--- src/rtl/dpw_pkg.sv ---
// package for the digital potentiometer wiper control block
// assumes a decoded command stream from the serial front end
package dpw_pkg;
   // ************************************************************
   // widths and counts
   // ************************************************************
   localparam int CODE_W = 8;
   localparam int NUM_CH = 2;
   localparam logic [8:0] TAP_COUNT = 9'h100;
   localparam logic [CODE_W-1:0] CODE_MAX = 8'hff;
   // ************************************************************
   // control register fields and reset value
   // ************************************************************
   localparam int CTL_W = 4;
   localparam int CTL_WR_EN_BIT = 0;
   localparam int CTL_PROG_EN_BIT = 1;
   localparam int CTL_LINEAR_BIT = 2;
   localparam int CTL_BURST_BIT = 3;
   localparam logic [CTL_W-1:0] CTL_RESET = 4'h3;
   // ************************************************************
   // command codes (upper nibble of the command word)
   // ************************************************************
   localparam logic [3:0] CMD_NOP = 4'h0;
   localparam logic [3:0] CMD_WR_WIPER = 4'h1;
   localparam logic [3:0] CMD_WIPER_TO_NV = 4'h7;
   localparam logic [3:0] CMD_SCALE = 4'h9;
   localparam logic [3:0] CMD_SOFT_RESET = 4'hb;
   localparam logic [3:0] CMD_WR_CONTROL = 4'hd;
   localparam int SCALE_TOP_BIT = 7;
   localparam int SCALE_ENTER_BIT = 0;

   typedef enum logic [1:0] {
      DPW_PRESET = 2'b00,
      DPW_RUN = 2'b01
   } dpw_state_e;

   typedef struct packed {
      logic valid;
      logic [3:0] op;
      logic [3:0] addr;
      logic [7:0] data;
   } dpw_cmd_s;

   typedef struct packed {
      logic [8:0] a_to_wiper;
      logic [8:0] wiper_to_b;
   } dpw_tap_s;
endpackage

--- src/rtl/dpw_wiper_control.sv ---
// control register and wiper code logic of a two channel potentiometer
// assumes commands arrive already decoded, one per clock, synchronous
//
// What this block does
// - control bit 0 clear freezes wipers to stored
// - control bit 1 gates nonvolatile programming
// - control bit 2 selects linear gain mode
// - control bit 3 burst, sticky until cleared
// - wiper code decodes to one of 256 taps
// - wiper to b grows with code
// - a to wiper complementary in potentiometer mode
// - a to wiper proportional in linear mode
// - top scale sets a to wiper to zero
// - write-control command loads low four bits
// - power-up preset restores stored wiper values
`timescale 1ns/10ps
`default_nettype none
module dpw_wiper_control
   import dpw_pkg::*;
(
   // clock and reset
   input wire logic clk,
   input wire logic reset_n,
   // decoded command
   input wire dpw_pkg::dpw_cmd_s cmd,
   // nonvolatile store
   input wire logic [dpw_pkg::NUM_CH*dpw_pkg::CODE_W-1:0] nv_code,
   output logic nv_prog,
   output logic [dpw_pkg::CODE_W-1:0] nv_prog_data,
   output logic nv_prog_ch,
   // state
   output logic [dpw_pkg::CTL_W-1:0] wiper_control_config,
   output logic burst_mode,
   output logic preset_busy,
   output logic [dpw_pkg::NUM_CH*dpw_pkg::CODE_W-1:0] wiper_code_register,
   output dpw_pkg::dpw_tap_s [dpw_pkg::NUM_CH-1:0] tap
);
   import dpw_pkg::*;

   // ************************************************************
   // decode helpers
   // ************************************************************
   function automatic logic ch_hit(input logic [3:0] a, input int ch);
      ch_hit = a[3] || (a[0] == ch[0]);
   endfunction

   // ************************************************************
   // state
   // ************************************************************
   dpw_state_e state_q, state_d;
   logic [CTL_W-1:0] ctl_q, ctl_d;
   logic [CODE_W-1:0] code_q [NUM_CH];
   logic [CODE_W-1:0] code_d [NUM_CH];
   logic [NUM_CH-1:0] top_q, top_d, bot_q, bot_d;
   logic prog_q, prog_d, prog_ch_q, prog_ch_d;
   logic [CODE_W-1:0] prog_data_q, prog_data_d;
   logic run;

   assign run = (state_q == DPW_RUN);

   always_comb begin
      state_d = DPW_RUN;
      ctl_d = ctl_q;
      top_d = top_q;
      bot_d = bot_q;
      prog_d = 1'b0;
      prog_ch_d = prog_ch_q;
      prog_data_d = prog_data_q;
      for (int i = 0; i < NUM_CH; i++) begin
         code_d[i] = code_q[i];
      end
      if (!run) begin
         // power-up preset copies stored codes
         for (int i = 0; i < NUM_CH; i++) begin
            code_d[i] = nv_code[i*CODE_W +: CODE_W];
         end
      end else if (cmd.valid) begin
         case (cmd.op)
            CMD_WR_CONTROL: begin
               ctl_d = cmd.data[CTL_W-1:0];
            end
            CMD_WR_WIPER: begin
               for (int i = 0; i < NUM_CH; i++) begin
                  if (ch_hit(cmd.addr, i) && ctl_q[CTL_WR_EN_BIT]) begin
                     code_d[i] = cmd.data;
                     top_d[i] = 1'b0;
                     bot_d[i] = 1'b0;
                  end
               end
            end
            CMD_SCALE: begin
               for (int i = 0; i < NUM_CH; i++) begin
                  if (ch_hit(cmd.addr, i) && ctl_q[CTL_WR_EN_BIT]) begin
                     if (cmd.data[SCALE_TOP_BIT]) begin
                        top_d[i] = cmd.data[SCALE_ENTER_BIT];
                        bot_d[i] = 1'b0;
                     end else begin
                        bot_d[i] = cmd.data[SCALE_ENTER_BIT];
                        top_d[i] = 1'b0;
                     end
                  end
               end
            end
            CMD_WIPER_TO_NV: begin
               if (ctl_q[CTL_PROG_EN_BIT]) begin
                  prog_d = 1'b1;
                  prog_ch_d = cmd.addr[0];
                  prog_data_d = cmd.addr[0] ? code_q[1] : code_q[0];
               end
            end
            CMD_SOFT_RESET: begin
               state_d = DPW_PRESET;
               top_d = '0;
               bot_d = '0;
            end
            default: begin
               state_d = DPW_RUN;
            end
         endcase
      end
      if (run && !ctl_q[CTL_WR_EN_BIT]) begin
         // frozen to stored values
         for (int i = 0; i < NUM_CH; i++) begin
            code_d[i] = nv_code[i*CODE_W +: CODE_W];
         end
      end
   end

   always_ff @(posedge clk or negedge reset_n) begin
      if (!reset_n) begin
         state_q <= DPW_PRESET;
         ctl_q <= CTL_RESET;
         top_q <= '0;
         bot_q <= '0;
         prog_q <= 1'b0;
         prog_ch_q <= 1'b0;
         prog_data_q <= '0;
         for (int i = 0; i < NUM_CH; i++) begin
            code_q[i] <= '0;
         end
      end else begin
         state_q <= state_d;
         ctl_q <= ctl_d;
         top_q <= top_d;
         bot_q <= bot_d;
         prog_q <= prog_d;
         prog_ch_q <= prog_ch_d;
         prog_data_q <= prog_data_d;
         for (int i = 0; i < NUM_CH; i++) begin
            code_q[i] <= code_d[i];
         end
      end
   end

   // ************************************************************
   // tap decode per channel
   // ************************************************************
   dpw_tap_s tap_d [NUM_CH];
   dpw_tap_s tap_q [NUM_CH];

   for (genvar g = 0; g < NUM_CH; g++) begin : g_ch
      always_comb begin
         // wiper to b grows with code
         tap_d[g].wiper_to_b = {1'b0, code_q[g]};
         if (ctl_q[CTL_LINEAR_BIT]) begin
            tap_d[g].a_to_wiper = {1'b0, code_q[g]};
         end else begin
            tap_d[g].a_to_wiper = TAP_COUNT - {1'b0, code_q[g]};
         end
         if (top_q[g]) begin
            // one step above highest normal code
            tap_d[g].wiper_to_b = TAP_COUNT;
            tap_d[g].a_to_wiper = 9'h0;
         end else if (bot_q[g]) begin
            tap_d[g].wiper_to_b = 9'h0;
            tap_d[g].a_to_wiper = TAP_COUNT;
         end
      end
      always_ff @(posedge clk or negedge reset_n) begin
         if (!reset_n) begin
            tap_q[g] <= '0;
         end else begin
            tap_q[g] <= tap_d[g];
         end
      end
      assign tap[g] = tap_q[g];
      assign wiper_code_register[g*CODE_W +: CODE_W] = code_q[g];
   end

   assign wiper_control_config = ctl_q;
   assign burst_mode = ctl_q[CTL_BURST_BIT];
   assign preset_busy = !run;
   assign nv_prog = prog_q;
   assign nv_prog_data = prog_data_q;
   assign nv_prog_ch = prog_ch_q;
endmodule
`default_nettype wire

--- config.mk ---
export PLATFORM = sky130hd
export DESIGN_NAME = dpw_wiper_control
export DESIGN_NICKNAME = d
export VERILOG_FILES = /design/src/rtl/dpw_pkg.sv /design/src/rtl/dpw_wiper_control.sv
export SDC_FILE = /design/constraint.sdc
export NUM_CORES = 1
export LEC_CHECK = 0
export BUFFER_PORTS_ARGS = -buffer_cell sky130_fd_sc_hd__clkbuf_2
export CAP_MARGIN = 15
export CORE_MARGIN = 2
export CORE_UTILIZATION = 54
export DETAILED_ROUTE_END_ITERATION = 10
export HOLD_SLACK_MARGIN = 0.15
export PLACE_DENSITY = 0.92
export SLEW_MARGIN = 20
export SYNTH_ARGS = -nofsm -noshare
export SYNTH_HDL_FRONTEND = slang
export SYNTH_SLANG_ARGS = --single-unit
--- constraint.sdc ---
create_clock -name clk -period 2.1 [get_ports clk]
set_input_delay 0.315 -clock clk [delete_from_list [all_inputs] [get_ports clk]]
set_output_delay 0.315 -clock clk [all_outputs]
set_load 0.05 [all_outputs]
==> impl_results.md <==
* Run status: finished, final reports clean
* Worst slew pin tran at 0.7124 ns
* Clock transition at path regs at 0.07 ns
* Highest net fanout along the worst path at 9
* Commonest cells after routing, fill and taps aside: clkbuf_2 (99), dfrtp_1 (67), nor2_1 (39), a21oi_1 (28), mux2i_1 (26)
* Max Root-Sink Buffers at 2
* # IOs at 103
* Nets at 419
* CP required at 2.33 ns
* Antenna viol nets, final at 0
* Slew margin rel. at 52.07%
* Worst Hold Class: input pin to flop
* Asr flop ratio synth at 100.0%
* DIE HEIGHT at 78.57 um
* Commonest non-fill, non-tap cell in the layout: clkbuf_2
* CP max-delay cell: nor4_1
* Setup CP Type: flop to flop
* P per Cell Area at 1445 nW/um^2
* Leak at 0.001939 uW
* CP Launch Type: flop
* WL/cell at 16.21 um
* CORE AREA at 5439 um^2
* Syn Std Cell Area at 3003 um^2
* Final Hold Viols at 0
* Post-layout util at 69.54%
* Yosys reg bits at 69
* Port Buffers at 100
* Reg2Reg Launch Point: wiper_code_register[3]$_DFFE_PN0P_
* Total routed wirelength at 7440 um
* ANT cells at 0
* Area growth, synth to finish at 25.96%
* Vias in the first global route at 2411
* Register area share after synthesis at 57.58%
* # resized after CTS at 0
* Clock Latency Late Sink at 0.34 ns
* Worst reg2reg endpoint: tap[16]$_DFF_PN0_
* CP max stage delay at 0.67 ns
* Die Area at 6173 um^2
* Post-synth EDFFs at 0
* Average size of a mapped cell at 10.84 um^2
* Worst Setup End Kind: flop
* Max Cap Viol at 0
* Number of synthesis warnings at 0
* Initial DRC count at 157
* Root Buffer: clkbuf_8
* Num rows at 27
* CTS tree: done
* CP arrival at 1.93 ns
* Overall Power at 5464 uW
* Setup crit start: wiper_code_register[3]$_DFFE_PN0P_
* Setup crit end: tap[16]$_DFF_PN0_
* Cell chain of the critical path: nor4_1 -> a21oi_1 -> xnor2_1 -> nor2_1
* Share of post-route cells with drive strength above 1 at 34.88%
* RSZ-0062 raised after global routing: false
* Clk_skew at 0.007090 ns
* Antenna violations before repair at 0
* Minimum clock period at 1.704 ns
* Pre-antenna DRT Iters at 5
* CP Buf/Inv Count at 0
* Final period util at 81.15%
* Setup TNS at 0 ns
* DRC at 0
* Main synth FF type: dfrtp_1
* Gate Count Post-Synth at 277
* Critical Path Stages at 4
* Slew Limit Fails at 0
* Via count at 2507
* Initial core utilization at 55.21%
* Flop2flop setup slack at 0.40 ns
* CTS sink count at 69
* Gr usage total at 25.52%
* H-tree levels at 3
* Die X at 78.57 um
* R2R depth at 4
* Worst VDD drop at 0.7054 mV
* Final setup vio count at 0
* Total grt overflow at 0
* GPL Wtd Cong at 0.9008
* Largest net degree at the start of global routing at 33
* Synth unique cells at 38
* First-pass GRT wire length at 11770 um
* Mapped Nets at 314
* Num CTS Buffers at 9
* Fmax at 0.5868 GHz
* DPL Wire Length at 5369 um
* Layout filler cell count at 427
* Vias per inst at 5.462
* Crit path max-delay family: simple AND/OR/NAND/NOR gates
## how the worst min path moves through the flow
stage | startpoint | end | cells past startpoint
finish | nv_code[6] | wiper_code_register[6]$_DFFE_PN0P_ | 3
CTS | nv_code[6] | wiper_code_register[6]$_DFFE_PN0P_ | 3
global placement | reset_n | tap[25]$_DFF_PN0_ | 1
floorplan | reset_n | bot_q[0]$_DFFE_PN0P_ | 0
global route | cmd[7] | bot_q[1]$_DFFE_PN0P_ | 2
detailed placement | reset_n | tap[25]$_DFF_PN0_ | 1
## kinds of logic after synthesis
group,share of synthesized area (%)
buf+inv,3.708
fa+ha+maj,0.8332
compound gates,9.167
mux,10.54
flops,57.58
xor+xnor,2.333
simple gates,15.83
## flip-flops by register name, summed over array words and instances, names as in the netlist
register              flops
wiper_control_config      4
state_q                   1
nv_prog                   1
nv_prog_ch                1
bot_q                     2
tap                      34
nv_prog_data              8
top_q                     2
wiper_code_register      16
## cell usage after synthesis, drive strengths merged, types with 2 or more instances
cell | count | share of area (%)
dfrtp | 67 | 56
nor2 | 39 | 4.9
a21oi | 28 | 4.7
mux2i | 26 | 8.7
o21ai | 14 | 2.3
and2 | 13 | 2.7
clkbuf | 10 | 1.3
nand2 | 10 | 1.3
nor3 | 8 | 1.3
xnor2 | 8 | 2.3
buf | 7 | 1.7
inv | 6 | 0.75
mux2 | 5 | 1.9
or3 | 4 | 0.83
a31oi | 3 | 0.63
nand3 | 3 | 0.50
a21o | 2 | 0.50
dfstp | 2 | 1.7
ha | 2 | 0.83
nand2b | 2 | 0.42
nor4 | 2 | 0.42
or2 | 2 | 0.42
## metrics by stage
step                instance area (um^2)  worst slack, ns  instances  hold slack (ns)
floorplan                           3003           0.5295        277          0.01941
global placement                    3580           0.5359        442           0.2563
detailed placement                  3580           0.4521        442           0.2679
CTS                                 3782           0.4452        459           0.2136
global route                        3782           0.3099        459           0.2330
finish                              3782           0.3959        459           0.2195
## worst min-delay path: stages
cell	delay [ns]
clkbuf_2	0.08
nor2_1	0.09
a21oi_1	0.05
## final cells by class
type / instances / area [um^2] / area share, %
multi-input combinational: 185 / 1162 / 30.73
inverter: 6 / 22.52 / 0.5954
clock inverter: 4 / 47.55 / 1.257
timing repair buffer: 111 / 585.6 / 15.48
clock buffer: 12 / 145.1 / 3.837
sequential: 69 / 1729 / 45.72
tap: 72 / 90.09 / 2.382
## where the power goes
part           internal (uW)  total [uW]  leakage [uW]  switching, uW
clock network            578        1050     0.0000964            475
registers               1690        1980      0.000839            296
logic                    568        2430       0.00100           1860
## what timing repair did
action,in CTS,in global routing
endpoints found under the hold margin,16,0
hold buffers,1,0
buffers inserted,0,0
## layer usage
metal | global-route usage (%) | share of wire (%)
met1 | 34.55 | 42
met2 | 39.83 | 49
met3 | 3.908 | 5.8
met4 | 13.68 | 2.4
met5 | 0 | 0
No activity file was read; power rests on OpenSTA's default activity.
